<file path="src/rtl/acc_pkg.sv">
package acc_pkg;
  // Power-on hold, about 600 us at 50 MHz
  localparam int POR_HOLD_NS = 600000;
  localparam int CLK_PERIOD_NS = 20;
  localparam int POR_HOLD_CYCLES = POR_HOLD_NS / CLK_PERIOD_NS;
  // Start latency in device clock periods, tenths (28.5 and 105)
  localparam int START_DELAY_NORMAL_TENTHS = 285;
  localparam int START_DELAY_TURBO_TENTHS = 1050;
  localparam int START_DELAY_NORMAL_CYCLES = (START_DELAY_NORMAL_TENTHS + 9) / 10;
  localparam int START_DELAY_TURBO_CYCLES = (START_DELAY_TURBO_TENTHS + 9) / 10;
  localparam logic [7:0] CNT_RESET = 8'h00;
  localparam logic [15:0] CRC_INIT = 16'hffff;
  localparam logic [15:0] CRC_POLY = 16'h1021;
  localparam logic [1:0] INTEG_NONE = 2'h0;
  localparam logic [1:0] INTEG_INVERT = 2'h1;
  localparam logic [1:0] INTEG_CRC = 2'h2;
  localparam logic [1:0] CFG_REG_EXEMPT = 2'h0;
  localparam int FIFO_DEPTH = 8;
  localparam int FIFO_WIDTH = 8;
  localparam int NUM_PINS = 3;
  localparam int PIN_TWO = 2;
  localparam int DEFAULT_CONV_CYCLES = 64;

  typedef enum logic [2:0] {
    ACC_ST_SLEEP = 3'b000,
    ACC_ST_WAIT = 3'b001,
    ACC_ST_CONV = 3'b010,
    ACC_ST_DONE = 3'b011
  } acc_state_t;

  typedef enum logic [2:0] {
    ACC_TX_IDLE = 3'b000,
    ACC_TX_COUNT = 3'b001,
    ACC_TX_DATA = 3'b010,
    ACC_TX_CHK_HI = 3'b011,
    ACC_TX_CHK_LO = 3'b100,
    ACC_TX_INV = 3'b101
  } acc_tx_t;
endpackage : acc_pkg

</file>
<file path="src/rtl/acc_fifo.sv">
`timescale 1ns/1ps
`default_nettype none
module acc_fifo #(
  parameter int WIDTH = 8,
  parameter int DEPTH = 8
) (
  input wire logic sys_clk,
  input wire logic rst,
  input wire logic in_valid,
  output logic in_ready,
  input wire logic [WIDTH-1:0] in_data,
  output logic out_valid,
  input wire logic out_ready,
  output logic [WIDTH-1:0] out_data
);
  localparam int AW = $clog2(DEPTH);
  logic [WIDTH-1:0] mem [DEPTH];
  logic [AW-1:0] wr_ptr;
  logic [AW-1:0] rd_ptr;
  logic [AW:0] count;
  logic do_wr;
  logic do_rd;

  assign in_ready = (count != (AW+1)'(DEPTH));
  assign out_valid = (count != '0);
  assign do_wr = in_valid && in_ready;
  assign do_rd = out_valid && out_ready;
  assign out_data = mem[rd_ptr];

  always_ff @(posedge sys_clk) begin
    if (do_wr) begin
      mem[wr_ptr] <= in_data;
    end
  end

  always_ff @(posedge sys_clk or posedge rst) begin
    if (rst) begin
      wr_ptr <= '0;
      rd_ptr <= '0;
      count <= '0;
    end else begin
      if (do_wr) begin
        wr_ptr <= wr_ptr + AW'(1);
      end
      if (do_rd) begin
        rd_ptr <= rd_ptr + AW'(1);
      end
      if (do_wr && !do_rd) begin
        count <= count + (AW+1)'(1);
      end else if (do_rd && !do_wr) begin
        count <= count - (AW+1)'(1);
      end
    end
  end
endmodule : acc_fifo
`default_nettype wire

</file>
<file path="src/rtl/acc_crc.sv">
`timescale 1ns/1ps
`default_nettype none
module acc_crc
  import acc_pkg::*;
(
  input wire logic sys_clk,
  input wire logic rst,
  input wire logic clear,
  input wire logic update,
  input wire logic [7:0] data,
  output logic [15:0] crc
);
  logic [15:0] next_crc;

  // Byte fed MSB first
  always_comb begin
    next_crc = crc;
    for (int i = 7; i >= 0; i--) begin
      if (next_crc[15] ^ data[i]) begin
        next_crc = {next_crc[14:0], 1'b0} ^ CRC_POLY;
      end else begin
        next_crc = {next_crc[14:0], 1'b0};
      end
    end
  end

  always_ff @(posedge sys_clk or posedge rst) begin
    if (rst) begin
      crc <= CRC_INIT;
    end else if (clear) begin
      crc <= CRC_INIT;
    end else if (update) begin
      crc <= next_crc;
    end
  end
endmodule : acc_crc
`default_nettype wire

</file>
<file path="src/rtl/acc_control.sv">
// How it works
// - Counter byte precedes result when enabled
// - Counter zeroed, increments per conversion, wraps
// - Counter zeroed on enable re-set, reset
// - Mode 01 sends inverted data copy
// - Mode 10 appends 16-bit checksum
// - CCITT polynomial, all-ones start; host checks
// - Checksum covers readback, results, counter; inverted copy only the first data byte
// - Three pins, each with direction bit
// - Pin two selects value or ready strobe
// - Any reset restores defaults, enters sleep
// - Hold reset 600 us after power
// - Two reset commands; host waits afterwards
// - Mode bit picks single or continuous
// - Single shot: one conversion per start
// - Single shot: config write, except to register 0, restarts conversion
// - Continuous: buffer result, start next immediately
// - Continuous start after 28.5/105 clocks, rounded up to 29/105
// - Continuous: config write, except to register 0, restarts conversion
// - Sleep command lets conversion finish
// - Ready falls on result, rises when latched
`timescale 1ns/1ps
`default_nettype none
module acc_control
  import acc_pkg::*;
#(
  parameter int POR_CYCLES = POR_HOLD_CYCLES,
  parameter int CONV_CYCLES = DEFAULT_CONV_CYCLES
) (
  input wire logic sys_clk,
  input wire logic rst,
  input wire logic reset_pin_n,
  input wire logic reset_cmd,
  input wire logic start_cmd,
  input wire logic sleep_command,
  input wire logic read_data_cmd,
  input wire logic cfg_write,
  input wire logic [1:0] cfg_write_reg,
  input wire logic conversion_mode_bit,
  input wire logic turbo_bit,
  input wire logic counter_enable_bit,
  input wire logic [1:0] integrity_mode,
  input wire logic [NUM_PINS-1:0] pin_direction_bits,
  input wire logic [NUM_PINS-1:0] pin_value_bits,
  input wire logic pin_two_function_select,
  input wire logic readback_req,
  input wire logic [7:0] readback_data,
  input wire logic modulator_done,
  input wire logic [23:0] modulator_result,
  input wire logic [NUM_PINS-1:0] pin_in,
  output logic [NUM_PINS-1:0] pin_out,
  output logic [NUM_PINS-1:0] pin_oe_n,
  output logic [NUM_PINS-1:0] pin_read_bits,
  output logic result_ready_n,
  output logic analog_on,
  output logic converting,
  output logic comm_ready,
  output logic tx_valid,
  input wire logic tx_ready,
  output logic [7:0] tx_data
);
  acc_state_t state;
  acc_state_t next_state;
  acc_tx_t tx_state;
  logic soft_rst;
  logic [$clog2(POR_CYCLES+1)-1:0] por_cnt;
  logic [10:0] wait_cnt;
  logic [15:0] conv_cnt;
  logic sleep_pending;
  logic [7:0] conv_count;
  logic cnt_en_q;
  logic [23:0] result_buf;
  logic result_new;
  logic [23:0] out_word;
  logic [1:0] byte_idx;
  logic [1:0] byte_last;
  logic [7:0] cur_byte;
  logic [7:0] msb_byte;
  logic conv_finish;
  logic restart;
  logic f_valid;
  logic f_ready;
  logic [7:0] f_data;
  logic crc_clear;
  logic crc_update;
  logic [15:0] crc;
  logic [15:0] chk_hold;
  logic [15:0] next_crc_out;

  assign soft_rst = rst || !reset_pin_n || reset_cmd;

  always_ff @(posedge sys_clk or posedge rst) begin
    if (rst) begin
      por_cnt <= '0;
    end else if (por_cnt != POR_CYCLES[$bits(por_cnt)-1:0]) begin
      por_cnt <= por_cnt + 1'b1;
    end
  end
  assign comm_ready = (por_cnt == POR_CYCLES[$bits(por_cnt)-1:0]);

  assign restart = cfg_write && (cfg_write_reg != CFG_REG_EXEMPT) && (state == ACC_ST_CONV);
  assign conv_finish = (state == ACC_ST_CONV) && !restart &&
                       (modulator_done || conv_cnt == 16'(CONV_CYCLES - 1));

  always_comb begin
    next_state = state;
    case (state)
      ACC_ST_SLEEP: begin
        if (start_cmd && comm_ready) begin
          next_state = conversion_mode_bit ? ACC_ST_WAIT : ACC_ST_CONV;
        end
      end
      ACC_ST_WAIT: begin
        if (wait_cnt == 11'd0) begin
          next_state = ACC_ST_CONV;
        end
      end
      ACC_ST_CONV: begin
        if (conv_finish) begin
          next_state = ACC_ST_DONE;
        end
      end
      ACC_ST_DONE: begin
        if (conversion_mode_bit && !sleep_pending && !sleep_command) begin
          next_state = ACC_ST_CONV;
        end else begin
          next_state = ACC_ST_SLEEP;
        end
      end
      default: next_state = ACC_ST_SLEEP;
    endcase
    if (start_cmd && state != ACC_ST_SLEEP && comm_ready) begin
      next_state = conversion_mode_bit ? ACC_ST_WAIT : ACC_ST_CONV;
    end
  end

  always_ff @(posedge sys_clk or posedge soft_rst) begin
    if (soft_rst) begin
      state <= ACC_ST_SLEEP;
    end else begin
      state <= next_state;
    end
  end

  always_ff @(posedge sys_clk or posedge soft_rst) begin
    if (soft_rst) begin
      wait_cnt <= '0;
    end else if (start_cmd) begin
      wait_cnt <= turbo_bit ? 11'(START_DELAY_TURBO_CYCLES - 1)
                            : 11'(START_DELAY_NORMAL_CYCLES - 1);
    end else if (state == ACC_ST_WAIT && wait_cnt != 11'd0) begin
      wait_cnt <= wait_cnt - 11'd1;
    end
  end

  always_ff @(posedge sys_clk or posedge soft_rst) begin
    if (soft_rst) begin
      conv_cnt <= '0;
    end else if (state != ACC_ST_CONV || restart || next_state != ACC_ST_CONV) begin
      conv_cnt <= '0;
    end else begin
      conv_cnt <= conv_cnt + 16'd1;
    end
  end

  always_ff @(posedge sys_clk or posedge soft_rst) begin
    if (soft_rst) begin
      sleep_pending <= 1'b0;
    end else if (start_cmd || state == ACC_ST_SLEEP) begin
      sleep_pending <= 1'b0;
    end else if (sleep_command) begin
      sleep_pending <= 1'b1;
    end
  end

  assign analog_on = (state != ACC_ST_SLEEP);
  assign converting = (state == ACC_ST_CONV);

  always_ff @(posedge sys_clk or posedge soft_rst) begin
    if (soft_rst) begin
      cnt_en_q <= 1'b0;
      conv_count <= CNT_RESET;
    end else begin
      cnt_en_q <= counter_enable_bit;
      if (counter_enable_bit && !cnt_en_q) begin
        conv_count <= CNT_RESET;
      end else if (conv_finish) begin
        conv_count <= conv_count + 8'd1;
      end
    end
  end

  // ready strobe, set wins over latch
  always_ff @(posedge sys_clk or posedge soft_rst) begin
    if (soft_rst) begin
      result_buf <= '0;
      result_new <= 1'b0;
    end else if (conv_finish) begin
      result_buf <= modulator_result;
      result_new <= 1'b1;
    end else if (read_data_cmd && tx_state == ACC_TX_IDLE) begin
      result_new <= 1'b0;
    end
  end
  assign result_ready_n = !result_new;

  always_ff @(posedge sys_clk or posedge soft_rst) begin
    if (soft_rst) begin
      tx_state <= ACC_TX_IDLE;
      out_word <= '0;
      byte_idx <= '0;
      byte_last <= '0;
      msb_byte <= '0;
      chk_hold <= '0;
    end else begin
      case (tx_state)
        ACC_TX_IDLE: begin
          if (read_data_cmd) begin
            out_word <= result_buf;
            byte_idx <= 2'd2;
            byte_last <= 2'd0;
            msb_byte <= result_buf[23:16];
            tx_state <= counter_enable_bit ? ACC_TX_COUNT : ACC_TX_DATA;
          end else if (readback_req) begin
            out_word <= {16'h0000, readback_data};
            byte_idx <= 2'd0;
            byte_last <= 2'd0;
            msb_byte <= readback_data;
            tx_state <= ACC_TX_DATA;
          end
        end
        ACC_TX_COUNT: begin
          if (f_ready) begin
            tx_state <= ACC_TX_DATA;
          end
        end
        ACC_TX_DATA: begin
          if (f_ready) begin
            if (byte_idx == byte_last) begin
              chk_hold <= crc_update ? next_crc_out : crc;
              if (integrity_mode == INTEG_CRC) begin
                tx_state <= ACC_TX_CHK_HI;
              end else if (integrity_mode == INTEG_INVERT) begin
                tx_state <= ACC_TX_INV;
              end else begin
                tx_state <= ACC_TX_IDLE;
              end
            end else begin
              byte_idx <= byte_idx - 2'd1;
            end
          end
        end
        ACC_TX_INV: begin
          if (f_ready) begin
            tx_state <= ACC_TX_IDLE;
          end
        end
        ACC_TX_CHK_HI: begin
          if (f_ready) begin
            tx_state <= ACC_TX_CHK_LO;
          end
        end
        ACC_TX_CHK_LO: begin
          if (f_ready) begin
            tx_state <= ACC_TX_IDLE;
          end
        end
        default: tx_state <= ACC_TX_IDLE;
      endcase
    end
  end

  assign cur_byte = out_word[8*byte_idx +: 8];

  // inverted copy of the first data byte only
  always_comb begin
    f_valid = 1'b1;
    f_data = 8'h00;
    case (tx_state)
      ACC_TX_COUNT: f_data = conv_count;
      ACC_TX_DATA: f_data = cur_byte;
      ACC_TX_INV: f_data = ~msb_byte;
      ACC_TX_CHK_HI: f_data = chk_hold[15:8];
      ACC_TX_CHK_LO: f_data = chk_hold[7:0];
      default: f_valid = 1'b0;
    endcase
  end

  assign crc_clear = (tx_state == ACC_TX_IDLE);
  assign crc_update = f_valid && f_ready &&
                      (tx_state == ACC_TX_COUNT || tx_state == ACC_TX_DATA);

  always_comb begin
    next_crc_out = crc;
    for (int i = 7; i >= 0; i--) begin
      if (next_crc_out[15] ^ f_data[i]) begin
        next_crc_out = {next_crc_out[14:0], 1'b0} ^ CRC_POLY;
      end else begin
        next_crc_out = {next_crc_out[14:0], 1'b0};
      end
    end
  end

  acc_crc u_crc (
    .sys_clk(sys_clk),
    .rst(soft_rst),
    .clear(crc_clear),
    .update(crc_update),
    .data(f_data),
    .crc(crc)
  );

  acc_fifo #(
    .WIDTH(FIFO_WIDTH),
    .DEPTH(FIFO_DEPTH)
  ) u_fifo (
    .sys_clk(sys_clk),
    .rst(soft_rst),
    .in_valid(f_valid),
    .in_ready(f_ready),
    .in_data(f_data),
    .out_valid(tx_valid),
    .out_ready(tx_ready),
    .out_data(tx_data)
  );

  genvar g;
  generate
    for (g = 0; g < NUM_PINS; g++) begin : g_pin
      always_ff @(posedge sys_clk or posedge soft_rst) begin
        if (soft_rst) begin
          pin_out[g] <= 1'b0;
          pin_oe_n[g] <= 1'b1;
          pin_read_bits[g] <= 1'b0;
        end else begin
          pin_oe_n[g] <= !pin_direction_bits[g];
          if (g == PIN_TWO && pin_two_function_select) begin
            pin_out[g] <= result_ready_n;
          end else begin
            pin_out[g] <= pin_value_bits[g];
          end
          pin_read_bits[g] <= pin_direction_bits[g] ? pin_value_bits[g] : pin_in[g];
        end
      end
    end
  endgenerate
endmodule : acc_control
`default_nettype wire

</file>
<file path="config.mk">
export PLATFORM = sky130hd
export DESIGN_NAME = acc_control
export DESIGN_NICKNAME = d
export VERILOG_FILES = /design/src/rtl/acc_pkg.sv /design/src/rtl/acc_fifo.sv /design/src/rtl/acc_crc.sv /design/src/rtl/acc_control.sv
export SDC_FILE = /design/constraint.sdc
export NUM_CORES = 1
export LEC_CHECK = 0
export ABC_AREA = 1
export BUFFER_PORTS_ARGS = -buffer_cell sky130_fd_sc_hd__buf_2
export CELL_PAD_IN_SITES_DETAIL_PLACEMENT = 0
export CELL_PAD_IN_SITES_GLOBAL_PLACEMENT = 1
export CORE_MARGIN = 2
export CORE_UTILIZATION = 50
export CTS_CLUSTER_DIAMETER = 100
export CTS_CLUSTER_SIZE = 28
export DETAILED_ROUTE_END_ITERATION = 16
export PLACE_DENSITY = 0.94
export REMOVE_ABC_BUFFERS = 1
export SYNTH_ARGS = -nofsm -noshare
export SYNTH_HDL_FRONTEND = slang
export SYNTH_SLANG_ARGS = --single-unit
</file>
<file path="constraint.sdc">
create_clock -name sys_clk -period 19.08 [get_ports sys_clk]
set_clock_uncertainty 0.15 [all_clocks]
set_input_delay 4.77 -clock sys_clk [delete_from_list [all_inputs] [get_ports sys_clk]]
set_output_delay 4.77 -clock sys_clk [all_outputs]
set_load 0.1 [all_outputs]
</file>
==> insert_results.sql, run 1 <==
INSERT INTO impl_metrics (metric_group, metric, value, unit) VALUES
('logic_synthesis', 'synth.distinct_cells', '49', ''),
('sta', 'max-slew-margin-rel', '0.2995', ''),
('critical_path', 'crit_path_max_incr_delay', '740', 'ps'),
('logic_synthesis', 'commonest_register_cell_after_synthesis', 'dfrtp_1', ''),
('drt', 'drcViolationCount', '0', ''),
('finish', 'finalNonFillerCells', '1596', ''),
('sta', 'post_route_setup_tns', '0', 'ps'),
('power', 'power-per-cell-area', '149.9', 'nW/um^2'),
('critical_path', 'worst_flop_to_flop_path_startpoint', 'tx_state[0]$_DFFE_PP0P_', ''),
('finish', 'area_delta_synth_final', '8.839', '%'),
('sta', 'unrepaired_setup_endpoints_after_global_routing', 'false', ''),
('finish', 'postLayoutCoreUtil', '0.5527', ''),
('floorplanning', 'dieWidth', '152.4', 'um'),
('placed_design', 'numPortBuffers', '81', ''),
('drt', 'route.antenna.remaining_nets', '0', ''),
('placed_design', 'place_congestion', '0.8345', ''),
('logic_synthesis', 'seq_area_frac_synth', '0.5584', ''),
('power', 'ir_drop_worst_case_vdd', '73.86', 'uV'),
('sta', 'finalCriticalPeriod', '7617', 'ps'),
('clock_network', 'clk_pin_slew_worst_paths', '100', 'ps'),
('logic_synthesis', 'number_of_flops_mapped_to_enable_cells_by_yosys', '64', ''),
('min_path', 'min_path_type', 'register to register', ''),
('floorplanning', 'initial_core_util', '0.5078', ''),
('floorplanning', 'chipHeight', '152.4', 'um'),
('finish', 'antennaDiodeCount', '0', ''),
('grt', 'first_global_vias', '8167', ''),
('critical_path', 'worstSetupStartpoint', 'u_fifo.rd_ptr[1]$_DFFE_PP0P_', ''),
('floorplanning', 'io-pin-count', '82', ''),
('clock_network', 'htree_num_levels', '1', ''),
('logic_synthesis', 'synthesis.instances', '1245', ''),
('critical_path', 'path_class', 'register to output pin', ''),
('sta', 'finalHoldViolCount', '0', ''),
('run', 'max-cap-violations', '0', ''),
('drt', 'route.vias.total', '8398', ''),
('finish', 'finish.net_count', '1384', ''),
('clock_network', 'cts_post_setup_buffers_inserted', '0', ''),
('sta', 'finalMaxSlewViolations', '0', ''),
('sta', 'period_utilization', '0.3992', ''),
('status', 'outcome', 'completed', ''),
('power', 'post-layout-total-power', '1796', 'uW'),
('min_path', 'hold_path_startpoint', 'conv_cnt[0]$_DFF_PP0_', ''),
('clock_network', 'clk_root_buffer_cell', 'clkbuf_16', ''),
('drt', 'detail_route.wl_per_cell', '15.24', 'um'),
('drt', 'firstDrtPassIters', '5', ''),
('grt', 'grt_pass1_wl', '40.64', 'mm'),
('finish', 'ratio_of_cells_with_drive_above_1_in_the_final_layout', '0.1231', ''),
('critical_path', 'worst_path_max_delay_cell', 'dfrtp_1', ''),
('critical_path', 'crit_required', '14160', 'ps'),
('sta', 'max_freq', '131.3', 'MHz'),
('clock_network', 'cts_repair_resize_count', '0', ''),
('placed_design', 'placed_cells', '1576', ''),
('drt', 'drt-total-wl', '24.33', 'mm'),
('logic_synthesis', 'syn-cell-area', '11010', 'um^2'),
('finish', 'layout.cells.most_common', 'nand2_1', ''),
('clock_network', 'cts.sink_count', '232', ''),
('logic_synthesis', 'synth_warnings', '0', ''),
('grt', 'grt_start_max_net_pins', '87', ''),
('clock_network', 'clk-insertion-delay-late', '480', 'ps'),
('grt', 'initial_antenna_violation_count', '0', ''),
('clock_network', 'cts_buffers', '12', ''),
('grt', 'gr-total-overflow', '0', ''),
('placed_design', 'dpl_ws', '11440', 'ps'),
('critical_path', 'path_buf_inv', '2', ''),
('sta', 'worst_slack', '11460', 'ps'),
('critical_path', 'end_kind', 'output pin', ''),
('floorplanning', 'rows', '54', ''),
('clock_network', 'maximum_clock_insertion_buffer_count', '3', ''),
('drt', 'drt-initial-drc-count', '549', ''),
('finish', 'layout.cells.most_common_list', '321 x nand2_1, 149 x dfrtp_1, 135 x inv_1', ''),
('critical_path', 'timing.critical_path.fanout_max', '18', ''),
('critical_path', 'critical_path_cell_list', 'inv_1, nor2_1, o21ai_0, a31oi_1, buf_2', '');
==> cell families (layout without fill, tap and decap cells) <==
group,after synthesis,count (layout),share of synthesized area
other,1,1,0.0003405
adder cells (fa/ha/maj),14,14,0.01659
buffers and inverters,179,250,0.06703
AND/OR/NAND/NOR,620,620,0.2442
XOR/XNOR,31,31,0.02465
AO/OA/AOI/OAI,167,167,0.08793
multiplexers,1,1,0.0009089
flip-flops,232,232,0.5584
==> Yosys cell counts (2+ instances only) <==
cell,count,area [um^2]
a211oi_1,2,15.01
buf_2,7,35.03
o22ai_1,16,100.1
xnor2_1,8,70.07
buf_6,6,67.56
o21bai_1,2,15.01
o21ai_0,84,420.4
ha_1,13,162.7
clkinv_1,3,11.26
a31oi_1,10,62.56
dfrtp_1,149,3729
or2_1,3,18.77
nand4_1,25,156.4
dfstp_2,19,499.2
clkbuf_1,20,75.07
buf_4,2,15.01
nor3_1,14,70.07
o221ai_1,6,52.55
nor2_1,135,506.7
inv_4,2,12.51
nand2_1,321,1205
nand3_2,6,60.06
nor4_1,8,50.05
nand3_1,81,405.4
nand3b_1,2,15.01
nor2_4,2,22.52
a21oi_1,10,50.05
o211ai_1,13,97.59
or2_2,4,25.02
o21ai_1,16,80.08
nor3_4,3,48.80
inv_2,4,15.01
inv_1,135,506.7
edfxtp_1,64,1922
o21ai_2,3,26.28
nor2_2,5,31.28
xor2_1,23,201.4
nand2_2,8,50.05
==> where the power goes <==
group          switching (uW)  internal [uW]
clock                     160            129
sequential               61.6            659
combinational             581            206
total                     803            993
==> area by class of cell <==
type | instances | area [um^2]
Inverter | 144 | 545.5
Tap cell | 280 | 350.3
Clock inverter | 3 | 25.02
Timing Repair Buffer | 86 | 442.9
Clock buffer | 17 | 340.3
Fill cell | 1952 | 9702
Sequential cell | 232 | 6150
Multi-Input combinational cell | 834 | 4133
==> metal layers <==
layer	wire length, um	vias to the layer above	part of all wire	GRT usage
met2	11540	165	0.47	0.3580
met4	474	0	0.019	0.04674
met5	0	-	0	0
li1	-	4206	-	-
met3	856	28	0.035	0.02474
met1	11460	3999	0.47	0.2977
==> final timing paths <==
kind                            cells past startpoint                    endpoint  slack, ps
worst max-delay path                                5                  tx_data[2]      11460
worst min-delay path                                1       conv_cnt[0]$_DFF_PP0_        320
worst max register to register                      7  u_fifo.mem[4][1]$_DFFE_PP_      15700
worst min register to register                      1       conv_cnt[0]$_DFF_PP0_        320
max in group asynchronous                           6     tx_state[2]$_DFFE_PP0P_      12120
min in group asynchronous                           2      por_cnt[3]$_DFFE_PP0P_       4190
==> stage by stage <==
stage / area, um^2 / hold WS (ps)
3_5_place_dp: 11620 / 296.7
4_1_cts: 11990 / 319.2
3_3_place_gp: 11620 / 299.0
2_1_floorplan: 10820 / 267.1
5_1_grt: 11990 / 331.9
6_report: 11990 / 316.9
==> registers in the layout, indices dropped and copies added, names as in the netlist, 4 cells and up <==
| signal | cells |
|---|---|
| por_cnt | 15 |
| u_fifo.mem | 64 |
| msb_byte | 8 |
| wait_cnt | 11 |
| u_crc.crc | 16 |
| result_buf | 24 |
| u_fifo.count | 4 |
| out_word | 24 |
| conv_count | 8 |
| conv_cnt | 16 |
| chk_hold | 16 |
Note: power is estimated with default switching activity, not from simulation.
==> run 2: changes to the inputs <==
--- a/config.mk
+++ b/config.mk
@@ -10,11 +10,11 @@
 export CELL_PAD_IN_SITES_DETAIL_PLACEMENT = 0
 export CELL_PAD_IN_SITES_GLOBAL_PLACEMENT = 1
 export CORE_MARGIN = 2
-export CORE_UTILIZATION = 50
+export CORE_UTILIZATION = 46
 export CTS_CLUSTER_DIAMETER = 100
 export CTS_CLUSTER_SIZE = 28
 export DETAILED_ROUTE_END_ITERATION = 16
-export PLACE_DENSITY = 0.94
+export PLACE_DENSITY = 0.88
 export REMOVE_ABC_BUFFERS = 1
 export SYNTH_ARGS = -nofsm -noshare
 export SYNTH_HDL_FRONTEND = slang
==> constraint.sdc (replaced) <==
create_clock -name sys_clk -period 7.5 [get_ports sys_clk]
set_clock_uncertainty 0.15 [all_clocks]
set_input_delay 1.875 -clock sys_clk [delete_from_list [all_inputs] [get_ports sys_clk]]
set_output_delay 1.875 -clock sys_clk [all_outputs]
set_load 0.1 [all_outputs]
==> run 2 against run 1 <==
Effect of this change: combinational power increased to 2.5 times the previous value; sequential cell count did not move; first-iteration DRC count up 16%; critical path type unchanged.
==> insert_results.sql, run 2 (same netlist as run 1, synthesis figures left out) <==
INSERT INTO impl_metrics (metric_group, metric, value, unit) VALUES
('drt', 'route.antenna.remaining_nets', '0', ''),
('clock_network', 'clk-insertion-delay-late', '480', 'ps'),
('grt', 'grt_util_all_layers', '0.1938', ''),
('finish', 'antennaDiodeCount', '0', ''),
('sta', 'finalHoldViolCount', '0', ''),
('sta', 'finalMaxSlewViolations', '0', ''),
('power', 'ir_drop_worst_case_vdd', '352.6', 'uV'),
('clock_network', 'htree_num_levels', '1', ''),
('critical_path', 'path_buf_inv', '2', ''),
('sta', 'unrepaired_setup_endpoints_after_global_routing', 'false', ''),
('drt', 'drcViolationCount', '0', ''),
('finish', 'ratio_of_cells_with_drive_above_1_in_the_final_layout', '0.1218', ''),
('critical_path', 'timing.reg2reg.setup_slack', '4180', 'ps'),
('grt', 'grt_pass1_wl', '40.67', 'mm'),
('grt', 'grt_start_max_net_pins', '154', ''),
('power', 'share_seq_of_total_power', '0.401', ''),
('sta', 'period_utilization', '0.6283', ''),
('sta', 'max-slew-margin-rel', '0.3480', ''),
('min_path', 'timing.hold.worst_path_depth', '1', ''),
('clock_network', 'clk_pin_slew_worst_paths', '110', 'ps'),
('sta', 'worst_slew_pin_slew', '974.4', 'ps'),
('placed_design', 'place.detailed.hpwl', '16.84', 'mm'),
('finish', 'filler_cell_count', '2219', ''),
('critical_path', 'crit-reg2reg-capture', 'out_word[1]$_DFFE_PP0P_', ''),
('run', 'max-cap-violations', '0', ''),
('critical_path', 'path_class', 'register to output pin', ''),
('finish', 'largest_register_ff_count', '64', ''),
('critical_path', 'critical_path.top_delay_family', 'buffers and inverters', ''),
('critical_path', 'worstRegToRegCells', '9', ''),
('clock_network', 'ctsHoldBuffers', '0', ''),
('critical_path', 'crit_required', '5480', 'ps'),
('sta', 'max_freq', '212.2', 'MHz'),
('finish', 'largest_register', 'u_fifo.mem', ''),
('drt', 'drt-initial-drc-count', '639', ''),
('finish', 'layout.cells.most_common', 'nand2_1', ''),
('floorplanning', 'chipHeight', '158.7', 'um'),
('critical_path', 'worst_path_max_delay_cell', 'dfrtp_1', ''),
('placed_design', 'numPortBuffers', '81', ''),
('finish', 'area_delta_synth_final', '9.327', '%'),
('min_path', 'min_path_type', 'register to register', ''),
('critical_path', 'start_kind', 'register', ''),
('power', 'power_dissipated_by_switching_net_loads', '2038', 'uW'),
('drt', 'firstDrtPassIters', '5', ''),
('clock_network', 'maximum_clock_insertion_buffer_count', '3', ''),
('finish', 'finalNonFillerCells', '1633', ''),
('finish', 'regs_by_ff_count', 'u_fifo.mem: 64 flops, out_word: 24 flops, result_buf: 24 flops', ''),
('clock_network', 'cts_buffers', '12', ''),
('power', 'pwr-share-comb', '0.437', ''),
('finish', 'layout.cells.most_common_list', '321 x nand2_1, 149 x dfrtp_1, 135 x inv_1', ''),
('finish', 'multi_input_area', '4133', 'um^2'),
('floorplanning', 'core_area', '23470', 'um^2'),
('grt', 'initial_antenna_violation_count', '0', ''),
('floorplanning', 'rows', '56', ''),
('clock_network', 'cts.sink_count', '232', ''),
('drt', 'drt-vias-per-instance', '5.134', ''),
('status', 'outcome', 'completed', ''),
('finish', 'seq_area', '6150', 'um^2'),
('drt', 'route.vias.total', '8384', ''),
('drt', 'drt-total-wl', '24.29', 'mm'),
('clock_network', 'cts_repair_resize_count', '0', ''),
('critical_path', 'timing.critical_path.fanout_max', '18', ''),
('critical_path', 'worst_flop_to_flop_path_startpoint', 'tx_state[0]$_DFFE_PP0P_', ''),
('floorplanning', 'io-pin-count', '82', ''),
('clock_network', 'cts_post_setup_buffers_inserted', '0', ''),
('power', 'cellLeakagePower', '0.005570', 'uW'),
('power', 'power_switching_share', '0.4464', ''),
('placed_design', 'placed_cells', '1614', ''),
('critical_path', 'critical_path_cell_list', 'inv_1, o21ai_0, o22ai_1, nor2_1, a31oi_1, buf_2', ''),
('drt', 'detail_route.wl_per_cell', '14.87', 'um'),
('clock_network', 'cts_tree', 'done', ''),
('grt', 'first_global_vias', '8104', ''),
('finish', 'postLayoutCoreUtil', '0.5130', ''),
('power', 'p_int', '2528', 'uW'),
('critical_path', 'crit_path_max_incr_delay', '600', 'ps'),
('finish', 'finish.net_count', '1383', ''),
('min_path', 'hold_path_startpoint', 'result_new$_DFFE_PP0P_', ''),
('sta', 'finalSetupViolations', '0', ''),
('floorplanning', 'dieWidth', '158.7', 'um'),
('floorplanning', 'initial_core_util', '0.4692', ''),
('floorplanning', 'die-area', '25200', 'um^2'),
('sta', 'finalCriticalPeriod', '4712', 'ps'),
('critical_path', 'cp_data_arrival_time', '2690', 'ps'),
('min_path', 'worst_hold_path.endpoint', 'pin_out[2]$_DFF_PP0_', ''),
('critical_path', 'end_kind', 'output pin', ''),
('grt', 'gr-total-overflow', '0', ''),
('power', 'p_clk_frac', '0.162', ''),
('placed_design', 'place_congestion', '0.8140', ''),
('power', 'power-per-cell-area', '379.2', 'nW/um^2'),
('clock_network', 'clk_root_buffer_cell', 'clkbuf_16', ''),
('sta', 'hold-worst-slack', '306.9', 'ps');
[run 2: changes by cell type in the layout (fill, tap and decap cells not counted), sizes merged]
cell      delta
buf          -1
clkinv       +1
clkinvlp     -1
inv          -1
[run 2: metal layers]
metal | GRT usage | vias up | part of all wire
met1 | 0.2834 | 4014 | 0.48
met4 | 0.04003 | 0 | 0.015
met3 | 0.02011 | 24 | 0.043
met2 | 0.3152 | 160 | 0.47
li1 | - | 4186 | -
met5 | 0 | - | 0
[run 2: per-stage QoR]
| stage | setup WS, ps | total power (uW) | area, um^2 | setup TNS [ps] |
|---|---|---|---|---|
| 6_report | 2788 | 4566 | 12040 | 0 |
| 5_1_grt | 2593 | 4897 | 12040 | 0 |
| 4_1_cts | 2810 | 4591 | 12040 | 0 |
| 3_5_place_dp | 3295 | 3851 | 11670 | 0 |
| 3_3_place_gp | 3388 | 3805 | 11670 | 0 |
| 2_1_floorplan | -3968 | 3349 | 10820 | -559200 |
[run 2: worst max-delay path by stage]
| stage | start | endpoint | slack [ps] | depth (start not counted) |
|---|---|---|---|---|
| finish | u_fifo.rd_ptr[1]$_DFFE_PP0P_ | tx_data[1] | 2790 | 6 |
| global route | u_fifo.rd_ptr[1]$_DFFE_PP0P_ | tx_data[1] | 2590 | 6 |
| CTS | u_fifo.rd_ptr[1]$_DFFE_PP0P_ | tx_data[7] | 2810 | 6 |
| detailed placement | cfg_write_reg[1] | conv_count[5]$_DFFE_PP0P_ | 3300 | 10 |
| global placement | cfg_write_reg[1] | conv_count[5]$_DFFE_PP0P_ | 3390 | 10 |
| floorplan | rst | byte_idx[0]$_DFFE_PP0P_ | -3970 | 3 |
[run 2: power by group through the flow]
stage	clock network, uW	registers, uW	logic (uW)
final	740	1830	2000
after CTS	758	1830	2000
after global placement	0	1850	1960
after floorplan	0	1840	1510
after detailed placement	0	1850	2000
after global routing	807	1860	2230
[run 2: layout make-up]
type / instances / share of cell area
inverter: 144 / 0.04531
tap: 319 / 0.03315
clock inverter: 2 / 0.002078
multi-input combinational: 834 / 0.3432
clock buffer: 17 / 0.02827
timing repair buffer: 85 / 0.03720
sequential: 232 / 0.5108
